## config.mk

```make
export PLATFORM = sky130hd
export DESIGN_NAME = dpsr_top
export DESIGN_NICKNAME = d
export VERILOG_FILES = /design/src/verilog/dpsr_pkg.sv /design/src/verilog/dpsr_if.sv /design/src/verilog/dpsr_top.sv /design/src/verilog/dpsr_dly.sv
export SDC_FILE = /design/constraint.sdc
export NUM_CORES = 1
export LEC_CHECK = 0
export BUFFER_PORTS_ARGS = -buffer_cell sky130_fd_sc_hd__buf_2
export CAP_MARGIN = 20
export CORE_UTILIZATION = 40
export CTS_CLUSTER_DIAMETER = 200
export CTS_CLUSTER_SIZE = 16
export DETAILED_ROUTE_END_ITERATION = 7
export PLACE_DENSITY = 0.65
export SYNTH_ARGS = -nofsm -noshare
export SYNTH_HDL_FRONTEND = slang
export SYNTH_SLANG_ARGS = --single-unit
```

## constraint.sdc

```tcl
create_clock -name CLK -period 3 [get_ports CLK]
set_clock_uncertainty 0.15 [all_clocks]
set_input_delay 0 -clock CLK [delete_from_list [all_inputs] [get_ports CLK]]
set_output_delay 0 -clock CLK [all_outputs]
set_load 0.01 [all_outputs]
```

## src/verilog/dpsr_pkg.sv

```systemverilog
package dpsr_pkg;
  // System clock rate.
  localparam int CLK_HZ = 50000000;
  // Clock-stop detection time in nanoseconds, a least time rounded up.
  localparam int STOP_TIME_NS = 1000;
  localparam int STOP_CYC = (STOP_TIME_NS * (CLK_HZ / 1000000) + 999) / 1000;
  // Pair power-up release delay in sample periods.
  localparam int PWR_UP_FS = 2;
  // Soft reset assert and release delay in sample periods.
  localparam int RST_DLY_FS = 3;
  // Zero flag release delay after internal reset deasserts.
  localparam int ZF_DLY_FS = 1;
  // Number of DAC pairs.
  localparam int NPAIR = 4;
  // Analog output condition codes.
  localparam logic [1:0] OUT_HIZ = 2'h0;
  localparam logic [1:0] OUT_MID = 2'h1;
  localparam logic [1:0] OUT_SIG = 2'h2;
  // Reset values of the control bits.
  localparam logic [3:0] PWR_RESET = 4'h0;
  localparam logic SRST_RESET = 1'h0;
  // Operating state of the device.
  typedef enum logic [1:0] {ST_PDN, ST_STBY, ST_RST, ST_NORM} dpsr_state_t;
endpackage

```

## src/verilog/dpsr_if.sv

```systemverilog
`timescale 1ns/1ps
// Sample tick and clock-present level shared between the top and the delay counters.
interface dpsr_if;
  logic fs_tick;
  logic clk_ok;
  modport top (output fs_tick, output clk_ok);
  modport dly (input fs_tick, input clk_ok);
endinterface

```

## src/verilog/dpsr_top.sv

```systemverilog
`timescale 1ns/1ps
module dpsr_top
  import dpsr_pkg::*;
(
  // Clock and reset.
  input wire logic CLK,
  input wire logic RESET_N,
  // Device pins.
  input wire logic CHIP_POWERDOWN_PIN,
  input wire logic MCLK_IN,
  input wire logic FRAME_CLK_IN,
  input wire logic REGULATOR_ENABLE_PIN,
  // Register writes from the control port.
  input wire logic WR_EN,
  input wire logic [3:0] WR_PAIR_POWER_BITS,
  input wire logic WR_SOFT_RESET_BIT,
  input wire logic [5:0] WR_ZERO_CFG,
  input wire logic [3:0] LEFT_ZERO_SELECT_BITS_IN,
  input wire logic [3:0] RIGHT_ZERO_SELECT_BITS_IN,
  // Zero data detected by the data path.
  input wire logic ZERO_DATA_DET,
  // Status and control outputs.
  output logic [1:0] STATE,
  output logic [7:0] PAIR_OUT_MODE,
  output logic DIGITAL_RUN,
  output logic ANALOG_RUN,
  output logic REGULATOR_ON,
  output logic DIGITAL_RESET_N,
  output logic ZERO_DETECT_EN,
  output logic ZERO_FLAG_PIN,
  output logic [3:0] PAIR_POWER_BITS,
  output logic SOFT_RESET_BIT
);
  dpsr_if tk ();
  // Synchronisers and edge history.
  logic [1:0] pdn_s, mck_s, frm_s, reg_s;
  logic mck_d, frm_d;
  logic [7:0] stop_cnt;
  logic clk_ok;
  // Register copies.
  logic [3:0] pwr;
  logic srst, zf_pol, zf_opt;
  logic [7:0] zsel;
  logic srst_q, srst_d, zf;
  logic [1:0] zf_cnt;
  logic [3:0] pair_on;
  logic [7:0] next_stop_cnt;
  logic next_clk_ok, next_zf;
  logic [3:0] next_pwr;
  logic next_srst, next_zf_pol, next_zf_opt;
  logic [7:0] next_zsel;
  logic [1:0] next_zf_cnt;
  dpsr_state_t next_st;
  logic [7:0] next_mode;

  // Pin synchronisers feed edge detectors only from the second stage.
  always_ff @(posedge CLK or negedge RESET_N)
  begin
    if (!RESET_N)
    begin
      pdn_s <= 2'h0;
      mck_s <= 2'h0;
      frm_s <= 2'h0;
      reg_s <= 2'h0;
      mck_d <= 1'b0;
      frm_d <= 1'b0;
    end
    else
    begin
      pdn_s <= {pdn_s[0], CHIP_POWERDOWN_PIN};
      mck_s <= {mck_s[0], MCLK_IN};
      frm_s <= {frm_s[0], FRAME_CLK_IN};
      reg_s <= {reg_s[0], REGULATOR_ENABLE_PIN};
      mck_d <= mck_s[1];
      frm_d <= frm_s[1];
    end
  end

  // Clock-stop detector: no master clock edge for the stop time drops clk_ok.
  always_comb
  begin
    next_stop_cnt = stop_cnt;
    next_clk_ok = clk_ok;
    if (mck_s[1] != mck_d)
    begin
      next_stop_cnt = 8'h0;
      next_clk_ok = 1'b1;
    end
    else if (stop_cnt >= 8'(STOP_CYC - 1))
      next_clk_ok = 1'b0;
    else
      next_stop_cnt = stop_cnt + 8'h1;
  end

  // Control registers with defaults restored while the pin is low.
  always_comb
  begin
    next_pwr = pwr;
    next_srst = srst;
    next_zf_pol = zf_pol;
    next_zf_opt = zf_opt;
    next_zsel = zsel;
    if (!pdn_s[1])
    begin
      next_pwr = PWR_RESET;
      next_srst = SRST_RESET;
      next_zf_pol = 1'b0;
      next_zf_opt = 1'b0;
      next_zsel = 8'h0;
    end
    else if (WR_EN)
    begin
      next_pwr = WR_PAIR_POWER_BITS;
      next_srst = WR_SOFT_RESET_BIT;
      next_zf_pol = WR_ZERO_CFG[0];
      next_zf_opt = WR_ZERO_CFG[1];
      next_zsel = {LEFT_ZERO_SELECT_BITS_IN, RIGHT_ZERO_SELECT_BITS_IN};
    end
  end

  always_ff @(posedge CLK or negedge RESET_N)
  begin
    if (!RESET_N)
    begin
      stop_cnt <= 8'h0;
      clk_ok <= 1'b0;
      pwr <= PWR_RESET;
      srst <= SRST_RESET;
      zf_pol <= 1'b0;
      zf_opt <= 1'b0;
      zsel <= 8'h0;
      srst_d <= 1'b0;
    end
    else
    begin
      stop_cnt <= next_stop_cnt;
      clk_ok <= next_clk_ok;
      pwr <= next_pwr;
      srst <= next_srst;
      zf_pol <= next_zf_pol;
      zf_opt <= next_zf_opt;
      zsel <= next_zsel;
      srst_d <= srst;
    end
  end

  // Sample tick from the frame clock rising edge.
  assign tk.fs_tick = frm_s[1] & ~frm_d;
  assign tk.clk_ok = clk_ok;

  // Per-pair power release: clear is immediate, set waits 2-3 ticks.
  genvar g;
  generate
    for (g = 0; g < NPAIR; g++)
    begin : g_pair
      dpsr_dly #(.DLY(PWR_UP_FS), .FAST_FALL(1'b1)) u_pwr (
        .clk(CLK),
        .reset_n(RESET_N),
        .tk(tk),
        .target(pwr[NPAIR - 1 - g] & pdn_s[1]),
        .q(pair_on[g])
      );
    end
  endgenerate

  // Internal soft reset follows the bit after 3-4 ticks either way.
  dpsr_dly #(.DLY(RST_DLY_FS), .FAST_FALL(1'b0)) u_rst (
    .clk(CLK),
    .reset_n(RESET_N),
    .tk(tk),
    .target(srst & pdn_s[1]),
    .q(srst_q)
  );

  // Overall state and per-pair output condition.
  always_comb
  begin
    next_mode = 8'h0;
    if (!pdn_s[1])
      next_st = ST_PDN;
    else if (!clk_ok || pwr == 4'h0)
      next_st = ST_STBY;
    else if (!srst_q)
      next_st = ST_RST;
    else
      next_st = ST_NORM;
    for (int i = 0; i < NPAIR; i++)
    begin
      if (next_st == ST_RST || next_st == ST_NORM)
      begin
        if (pair_on[i])
          next_mode[2*i +: 2] = srst_q ? OUT_SIG : OUT_MID;
        else
          next_mode[2*i +: 2] = OUT_HIZ;
      end
    end
  end

  // Zero flag: high on soft reset fall, low on the second tick after internal release.
  always_comb
  begin
    next_zf = zf;
    next_zf_cnt = zf_cnt;
    if (!pdn_s[1])
    begin
      next_zf = 1'b0;
      next_zf_cnt = 2'h0;
    end
    else if (!zf_pol && !zf_opt && zsel != 8'h0)
    begin
      if (srst_d && !srst)
      begin
        next_zf = 1'b1;
        next_zf_cnt = 2'h0;
      end
      else if (zf && srst && srst_q) // Waits for the bit and the internal reset to release.
      begin
        if (tk.fs_tick && zf_cnt == 2'(ZF_DLY_FS))
          next_zf = 1'b0;
        else if (tk.fs_tick)
          next_zf_cnt = zf_cnt + 2'h1;
      end
    end
  end

  // Output registers.
  always_ff @(posedge CLK or negedge RESET_N)
  begin
    if (!RESET_N)
    begin
      zf <= 1'b0;
      zf_cnt <= 2'h0;
      STATE <= 2'h0;
      PAIR_OUT_MODE <= 8'h0;
      DIGITAL_RUN <= 1'b0;
      ANALOG_RUN <= 1'b0;
      REGULATOR_ON <= 1'b0;
      DIGITAL_RESET_N <= 1'b0;
      ZERO_DETECT_EN <= 1'b0;
      ZERO_FLAG_PIN <= 1'b0;
      PAIR_POWER_BITS <= PWR_RESET;
      SOFT_RESET_BIT <= SRST_RESET;
    end
    else
    begin
      zf <= next_zf;
      zf_cnt <= next_zf_cnt;
      STATE <= next_st;
      PAIR_OUT_MODE <= next_mode;
      DIGITAL_RUN <= (next_st == ST_NORM);
      ANALOG_RUN <= (next_st == ST_NORM || next_st == ST_RST);
      REGULATOR_ON <= pdn_s[1] & reg_s[1];
      DIGITAL_RESET_N <= srst_q;
      ZERO_DETECT_EN <= pdn_s[1] & clk_ok;
      ZERO_FLAG_PIN <= next_zf | (ZERO_DATA_DET & pdn_s[1] & clk_ok & srst_q);
      PAIR_POWER_BITS <= next_pwr;
      SOFT_RESET_BIT <= next_srst;
    end
  end
endmodule

```

## src/verilog/dpsr_dly.sv

```systemverilog
`timescale 1ns/1ps
// Delays a level change by DLY to DLY+1 sample ticks; a falling target may bypass.
module dpsr_dly
  import dpsr_pkg::*;
#(
  parameter int DLY = 3,
  parameter bit FAST_FALL = 1'b0
)
(
  // Clock and reset.
  input wire logic clk,
  input wire logic reset_n,
  // Tick source and request level.
  dpsr_if.dly tk,
  input wire logic target,
  // Delayed level.
  output logic q
);
  logic [2:0] cnt;
  logic [2:0] next_cnt;
  logic next_q;

  // Counts ticks while the target differs, then follows it.
  always_comb
  begin
    next_cnt = cnt;
    next_q = q;
    if (target == q)
      next_cnt = 3'h0;
    else if (FAST_FALL && !target)
      next_q = 1'b0;
    else if (tk.fs_tick && tk.clk_ok)
    begin
      if (cnt == 3'(DLY))
      begin
        next_q = target;
        next_cnt = 3'h0;
      end
      else
        next_cnt = cnt + 3'h1;
    end
  end

  // Registers the counter and output.
  always_ff @(posedge clk or negedge reset_n)
  begin
    if (!reset_n)
    begin
      cnt <= 3'h0;
      q <= 1'b0;
    end
    else
    begin
      cnt <= next_cnt;
      q <= next_q;
    end
  end
endmodule

```

Word level (Yosys, flattened, before mapping)
Index checks and enable logic that the tools add are counted.
W data, S select, Z words.

cells by class
  mux-type cells = 68
  equality and inequality tests = 28
  shifts and indexed selects = 0
  $mul = 0
  $lt $le $gt $ge = 1
  add/sub/neg operators = 7
  bitwise logic cells = 18
  reduce and logical (&&, ||, !) cells = 35
  divide/modulo/power cells = 0

operators by type and width
  kind                   count
  $mux W3                19
  $mux W2                17
  $mux W8                4
  $mux W1                26
  $ne A2 B2 Y1 const B   10
  $reduce_bool A2 Y1     10
  $add A3 B1 Y3 const B  5
  $eq A3 B2 Y1 const B   5
  $reduce_and A3 Y1      5
  $and A1 B1 Y1          11
  $add A8 B1 Y8 const B  1
  $ge A8 B6 Y1 const B   1
  $mux W4                2
  $reduce_and A2 Y1      4
  $reduce_bool A8 Y1     1
  $logic_and A1 B1 Y1    7
  $not A1 Y1             6
  $eq A1 B1 Y1           5
  $eq A2 B2 Y1 const B   2
  $logic_not A1 Y1       4
  $logic_not A4 Y1       1
  $reduce_and A4 Y1      1
  $ne A3 B1 Y1 const B   1
  $ne A3 B2 Y1 const B   1
  other kinds (7)        8

word-level totals
  output and inout bits = 21
  memory bits (writable) = 0
  flip-flop bits (word level) = 74
  latch bits = 0
  bits in read-only memories = 0
  memories = 0
  input port bits = 27

Longest topological paths before layout
Gate-level depths: netlist (run 1).

  depth after elaboration = 9
  gate-level depth with buffers = 7

Cells and area by module
A second synthesis (run 1) with hierarchy kept.

second synthesis, totals
  cells, all modules = 283
  area total of the unflattened synthesis = 3209.3 um^2

modules (own cells, without submodules)
  module                          cells each  times used  area an instance (um^2)
  dpsr_top                        165         1           2083.2
  dpsr_dly (g_pair[0].u_pwr ...)  25          4           232.7
  dpsr_dly (u_rst)                18          1           195.2

Worst setup path before layout (run 1)
No wires, ideal clock.

  kind = register to register
  start = register pdn_s[1]
  end = register g_pair[3].u_pwr.cnt[0]
  buffers on the path = 2
  cell stages (with the launch flop) = 8
  setup time = 0.095 ns
  setup slack = 1.239 ns
  required time = 2.755 ns
  arrival time = 1.515 ns
  path through = dfrtp_1 buf_2 clkbuf_1 nand2_1 ha_1 nor2_1 nand2_1 o31ai_1

on the way
  cells in the longest elaborated chain, start to end = 4

ends and longest elaborated chain
  item                                 line             text
  start: declaration                   dpsr_top.sv:36   logic [1:0] pdn_s, mck_s, frm_s, reg_s;
  start signal: assignment             dpsr_top.sv:70   pdn_s <= {pdn_s[0], CHIP_POWERDOWN_PIN};
  $and A1 B1 Y1 (*)                    dpsr_top.sv:160  .target(pwr[NPAIR - 1 - g] & pdn_s[1]),
  $eq A1 B1 Y1                         dpsr_dly.sv:28   if (target == q)
  $reduce_bool A2 Y1 (no source line)  -
  $reduce_and A2 Y1 (no source line)   -
  end signal: assignment               dpsr_dly.sv:54   cnt <= next_cnt;
  end: declaration                     dpsr_dly.sv:19   logic [2:0] cnt;

Every way passes the cells marked *; elsewhere a longest branch is shown, timed or not.
A chain may end at the register's enable or synchronous reset.

Final worst setup path (run 1)
Ends and elaborated chain as after synthesis.

==> impl_metrics.py, run 1 <==
metrics = {
    "status": {
        "outcome": "complete, no violations",
    },
    "grt": {
        "gr-total-overflow": 0,
        "grt_max_degree": 74,
        "grt_pass1_vias": 2171,
        "antenna_found_initial": 0,
        "grt_use_total_pct": 15.9,
        "grt_pass1_wl_um": 10300,
    },
    "die": {
        "die-area_sq_um": 8310,
        "rows": 32,
        "start_util_pct": 41.3,
        "coreArea_sq_um": 7690,
        "fp.dieW_um": 91.1,
        "fp.dieH_um": 91.1,
        "pin_count": 48,
    },
    "route": {
        "vias": 2248,
        "drt-wirelength-per-cell_um": 12.8,
        "antenna_left": 0,
        "drtIter0Drc": 115,
        "wl_um": 5880,
        "drt-vias-per-instance": 4.88,
        "drc": 0,
        "dr.pass1.iters": 4,
    },
    "place": {
        "port_buffers": 43,
        "gp_congestion": 0.760,
        "hpwlAfterDp_um": 3900,
    },
    "clocking": {
        "numCtsBuffers": 9,
        "path_clk_slew_ns": 0.09,
        "postCtsHoldBufs": 21,
        "h-tree-depth": 3,
        "clock_path_buffers": 2,
        "cts_root_buf": "clkbuf_8",
        "clock_latency_ns": 0.35,
        "cts_tree": "yes",
        "cts_resized": 0,
        "cts_sinks": 73,
        "post_cts_buffers": 0,
    },
    "synthesis": {
        "synth_edf_count": 0,
        "synth.area.top_cells": "dfrtp_1, mux2i_1, nor2_1",
        "ys_seq_area_share_pct": 57.5,
        "syn-num-nets": 324,
        "synth_top_area_cell": "dfrtp_1",
        "synth_xor_area_share_pct": 1.38,
        "avgSynthCellArea_sq_um": 11.0,
        "synth-simple-area-share_pct": 18.3,
        "syn_inst": 288,
        "yosysUniqueCellTypes": 46,
        "synthAdderAreaFrac_pct": 3.54,
        "synthFlopType": "dfrtp_1",
        "synth-seq-cells": 73,
        "ys_warn_count": 0,
        "synth_top_family_by_area": "simple AND/OR/NAND/NOR gates",
        "yosys.area.top_type_share_pct": 57.5,
        "synth_compound_area_share_pct": 9.45,
        "synthMuxAreaShare_pct": 6.30,
        "async_flop_share_pct": 100,
        "synth_area_sq_um": 3180,
    },
    "worst_setup_path": {
        "arrival_ns": 1.97,
        "timing.rr.end": "g_pair[3].u_pwr.cnt[0]",
        "r2r-start": "pdn_s[1]",
        "worst_setup_path_start_kind": "flop",
        "reg2reg_setup_slack_ns": 1.13,
        "crit_path_max_fanout": 16,
        "critPathKind": "flop to flop",
        "cp.required_ns": 3.10,
        "reg2reg_depth": 5,
        "cp-end-kind": "flop",
    },
    "timing": {
        "slew_viol_final": 0,
        "setup_viol": 0,
        "tns_ns": 0,
        "tightest_slew_ns": 0.630,
        "slew_headroom_pct": 57.8,
        "hold_viol": 0,
        "max_freq_mhz": 536,
        "finalCritPeriodShare_pct": 62.2,
        "rsz0062_at_grt": "false",
        "min_period_ns": 1.87,
    },
    "hold_path": {
        "hp-class": "input pin to asynchronous set/reset pin",
    },
    "finish": {
        "diodes": 0,
        "layout.nets": 390,
        "fin_util_pct": 50.4,
        "n_fill_cell": 734,
        "area_growth_pct": 21.9,
        "drive_gt1_share_pct": 20.1,
    },
    "run": {
        "max-cap-violations": 0,
    },
    "power": {
        "p_per_area_nw_per_um2": 502,
        "power.leakage_nw": 1.85,
        "ir_worst_vdd_mv": 0.224,
    },
}
[kinds of logic (layout without fill, tap and decap cells)]
kind of cell,after synthesis,after routing
buffers and inverters,23,94
XOR/XNOR,5,5
AO/OA/AOI/OAI,49,49
multiplexers,20,20
AND/OR/NAND/NOR,109,109
flip-flops,73,73
adder cells (fa/ha/maj),9,9
[layer usage]
layer | wire length (um) | track usage (%) | vias to the layer above
li1 | - | - | 1133
met1 | 2920 | 22.7 | 1074
met2 | 2690 | 23.6 | 34
met3 | 198 | 3.35 | 7
met4 | 70 | 6.75 | 0
met5 | 0 | 0 | -
[flip-flops by register name, summed over array words and instances (netlist names), 2 cells and up]
| signal | cells |
|---|---|
| g_pair.u_pwr.cnt | 12 |
| zsel | 8 |
| PAIR_POWER_BITS | 4 |
| PAIR_OUT_MODE | 8 |
| reg_s | 2 |
| mck_s | 2 |
| u_rst.cnt | 3 |
| frm_s | 2 |
| g_pair.u_pwr.q | 4 |
| stop_cnt | 8 |
| zf_cnt | 2 |
| pdn_s | 2 |
[report_power, final]
part           switching (mW)  leakage [nW]  internal, mW  total [mW]
Sequential             0.0289         0.971          1.01        1.04
Combinational          0.0951         0.794        0.0819       0.177
Clock                   0.410        0.0888         0.316       0.725
Total                   0.534          1.85          1.41        1.95
[metrics by stage]
stage	instances	hold WS (ns)	worst slack [ns]	instance area (sq um)	power, mW
floorplan	288	-0.446	1.24	3180	1.16
global placement	424	-0.0918	1.15	3480	1.22
detailed placement	424	-0.0901	1.13	3480	1.22
CTS	461	0.0493	1.10	3870	1.98
global route	461	0.0586	0.895	3870	2.04
finish	461	0.0357	1.13	3870	1.95
[critical path, cell delays in order (launching register included)]
cell     delay [ns]
dfrtp_1        0.69
nand2_1        0.11
ha_1           0.37
nor2_1         0.18
nand2_1        0.07
o31ai_1        0.18
[placed cells by master, fill, tap and decap left out, types with 5 or more instances in the layout]
master and n:
and2_1 7, buf_2 43, a21oi_1 13, nand3_1 6, clkbuf_8 9, ha_1 9, o21ai_1 13, dfrtp_1 73
nor2_1 39, nor4_2 5, o21ai_0 7, dlygate4sd3_1 21, nand2_1 25, inv_1 12, mux2i_1 20
[how the worst max path moves through the flow]
stage               startpoint                endpoint  depth (start not counted)
floorplan             pdn_s[1]  g_pair[3].u_pwr.cnt[0]                          7
global placement      pdn_s[1]  g_pair[3].u_pwr.cnt[0]                          5
detailed placement    pdn_s[1]  g_pair[3].u_pwr.cnt[0]                          5
CTS                   pdn_s[1]  g_pair[3].u_pwr.cnt[0]                          5
global route          pdn_s[1]  g_pair[1].u_pwr.cnt[0]                          5
finish                pdn_s[1]  g_pair[3].u_pwr.cnt[0]                          5
[synth_stat cells (all sizes together) (2+ instances only)]
cell / instances
nor4b: 4
a211oi: 2
nor4: 7
xor2: 4
a31oi: 4
inv: 13
clkbuf: 2
dfrtp: 73
nand4: 3
nand2b: 4
and2: 7
nand3b: 2
mux2i: 20
nor2b: 3
o31ai: 2
nand3: 6
o21ai: 20
ha: 9
buf: 8
a21oi: 13
nor2: 39
nand2: 25
and3: 4
[final cells by class]
cell class                 instances  area [sq um]  share of cell area (%)
clock buffer                       9           124                    3.20
clock inverter                     7          61.3                    1.58
inverter                          13          48.8                    1.26
multi-input combinational        192          1240                    32.0
sequential                        73          1830                    47.2
tap                              102           128                    3.30
timing repair buffer              65           445                    11.5
Power figures use the tool's default switching activity.
==> inputs of run 2 (changes only) <==
--- a/config.mk
+++ b/config.mk
@@ -11,7 +11,7 @@
 export CTS_CLUSTER_DIAMETER = 200
 export CTS_CLUSTER_SIZE = 16
 export DETAILED_ROUTE_END_ITERATION = 7
-export PLACE_DENSITY = 0.65
+export PLACE_DENSITY = 0.68
 export SYNTH_ARGS = -nofsm -noshare
 export SYNTH_HDL_FRONTEND = slang
 export SYNTH_SLANG_ARGS = --single-unit
==> constraint.sdc (replaced) <==
create_clock -name CLK -period 1.6 [get_ports CLK]
set_clock_uncertainty 0.15 [all_clocks]
set_input_delay 0 -clock CLK [delete_from_list [all_inputs] [get_ports CLK]]
set_output_delay 0 -clock CLK [all_outputs]
set_load 0.01 [all_outputs]
==> run 2 against run 1 <==
Against the previous run:
- critical path depth unchanged
- worst setup slack got worse by 1.1 ns
- final cell count increased by 4.8%
- critical path type unchanged
- combinational power increased to 2.5 times the previous value
- hold slack improved by 0.030 ns
- maximum frequency increased by 18%
- core utilization increased by 3.7 points
- die area unchanged
- critical endpoint is now stop_cnt[2]
- first-iteration DRC count decreased by 16%
- routed wire length increased by 7.8%
==> impl_metrics.py, run 2 (synthesis results as in run 1) <==
metrics = {
    "route": {
        "m1WireLength_um": 2970,
        "drt-vias-per-instance": 4.95,
        "dr.pass1.iters": 4,
        "drtIter0Drc": 97,
        "wl_met2_um": 2990,
        "highest_layer": "met4",
        "drc": 0,
        "antenna_left": 0,
        "vias": 2393,
        "met3_length_um": 282,
        "drt-wirelength-per-cell_um": 13.1,
        "wl_um": 6340,
    },
    "die": {
        "coreArea_sq_um": 7690,
        "die-area_sq_um": 8310,
        "fp.dieH_um": 91.1,
        "rows": 32,
        "pin_count": 48,
        "fp.dieW_um": 91.1,
        "start_util_pct": 41.3,
    },
    "finish": {
        "most-common-layout-cells": "dfrtp_1, buf_2, nor2_1, nand2_1, dlygate4sd3_1",
        "design_area_sq_um": 4150,
        "drive_gt1_share_pct": 26.8,
        "diodes": 0,
        "largest_reg_flops": 12,
        "final_common_cell": "dfrtp_1",
        "layout.nets": 412,
        "area_growth_pct": 30.7,
        "largest_register": "g_pair.u_pwr.cnt",
    },
    "clocking": {
        "cts_sinks": 73,
        "clock_path_buffers": 2,
        "h-tree-depth": 3,
        "path_clk_slew_ns": 0.07,
        "numCtsBuffers": 9,
        "cts_root_buf": "clkbuf_8",
        "clock_latency_ns": 0.35,
        "cts_tree": "yes",
    },
    "timing": {
        "rsz0062_at_grt": "true",
        "tns_ns": 0,
        "finalCritPeriodShare_pct": 98.5,
        "min_period_ns": 1.58,
        "max_freq_mhz": 635,
        "tightest_slew_ns": 0.514,
        "setup_viol": 0,
        "slew_viol_final": 0,
        "slew_headroom_pct": 65.7,
        "hold_viol": 0,
    },
    "power": {
        "p_per_area_nw_per_um2": 921,
        "ir_worst_vdd_mv": 0.429,
        "p_total_mw": 3.82,
        "power.leakage_nw": 1.99,
    },
    "worst_setup_path": {
        "max_stage_delay_ns": 0.42,
        "crit_path_max_fanout": 3,
        "slowest_stage": "dfrtp_1",
        "cp_cell_sequence": "ha_2 > nor4b_4 > o211ai_1 > xor2_1 > nor2_1",
        "cp.required_ns": 1.69,
        "cp-end-kind": "flop",
        "arrival_ns": 1.66,
        "critPathKind": "flop to flop",
        "cpLargestDelayFamily": "flip-flops",
        "reg2reg_setup_slack_ns": 0.02,
        "worst_setup_path_start_kind": "flop",
        "crit_buf_inv": 0,
    },
    "grt": {
        "grt_pass1_wl_um": 10700,
        "grt_max_degree": 33,
        "gr-total-overflow": 0,
        "grt_pass1_vias": 2290,
        "antenna_found_initial": 0,
        "grt_use_total_pct": 16.8,
    },
    "run": {
        "max-cap-violations": 0,
    },
    "place": {
        "port_buffers": 43,
        "placed_cell_area_sq_um": 3670,
        "gp_congestion": 0.804,
        "hpwlAfterDp_um": 4290,
    },
    "status": {
        "outcome": "complete, no violations",
    },
    "hold_path": {
        "hp-class": "input pin to flop",
    },
}
==> run 2: changes by cell type in the layout (fill, tap and decap cells not counted), moves of 2 or more <==
cell and delta:
inv_6 -3, ha_1 -4, ha_4 +3, clkinv_2 +2
buf_4 +19, buf_12 +2
==> run 2: cell type report <==
cell class	instances	area (sq um)
multi-input combinational	192	1320
fill	692	3530
sequential	73	1830
tap	102	128
clock inverter	5	55.1
timing repair buffer	87	638
clock buffer	11	141
inverter	13	48.8
==> run 2: final timing paths <==
| check | start | endpoint | cells after the start |
|---|---|---|---|
| setup / recovery | stop_cnt[0] | stop_cnt[2] | 5 |
| hold / removal | WR_EN | zf_pol | 3 |
| min in group asynchronous | RESET_N | g_pair[3].u_pwr.cnt[1] | 3 |
| setup reg to reg | stop_cnt[0] | stop_cnt[2] | 5 |
| hold reg to reg | frm_s[0] | frm_s[1] | 0 |
| max in group asynchronous | RESET_N | stop_cnt[4] | 4 |
==> run 2: layer usage <==
layer / vias to the layer above / GRT usage [%]
met4: 0 / 6.75
li1: 1174 / -
met1: 1155 / 22.0
met2: 55 / 26.5
met3: 9 / 4.52
met5: - / 0
==> run 2: per-stage QoR <==
| step | hold slack (ns) | std cells | utilization (%) | setup WS [ns] |
|---|---|---|---|---|
| after floorplan | -0.446 | 288 | - | 0.00750 |
| after global placement | -0.167 | 443 | 47.8 | -0.0169 |
| after detailed placement | -0.168 | 443 | 47.8 | -0.0283 |
| after CTS | 0.0436 | 481 | 53.2 | 0.0391 |
| after global routing | 0.0667 | 483 | 54.0 | -0.0501 |
| final | 0.0655 | 483 | 54.0 | 0.0240 |
==> run 2: repair_timing <==
action	CTS	global route
hold buffers	22	0
gates resized for setup	1	9
setup buffers	0	2
setup endpoints to repair	1	16
hold endpoints to repair	93	0
pin swaps	0	3
==> run 2: power breakdown <==
| group | total [mW] | switching, mW | internal (mW) |
|---|---|---|---|
| logic | 0.444 | 0.218 | 0.226 |
| registers | 1.96 | 0.0509 | 1.90 |
| clock network | 1.42 | 0.668 | 0.757 |
==> run 2: worst reg2reg max path: stages, from the launching register on <==
cell,delay [ns]
dfrtp_1,0.42
ha_2,0.22
nor4b_4,0.26
o211ai_1,0.17
xor2_1,0.19
nor2_1,0.06
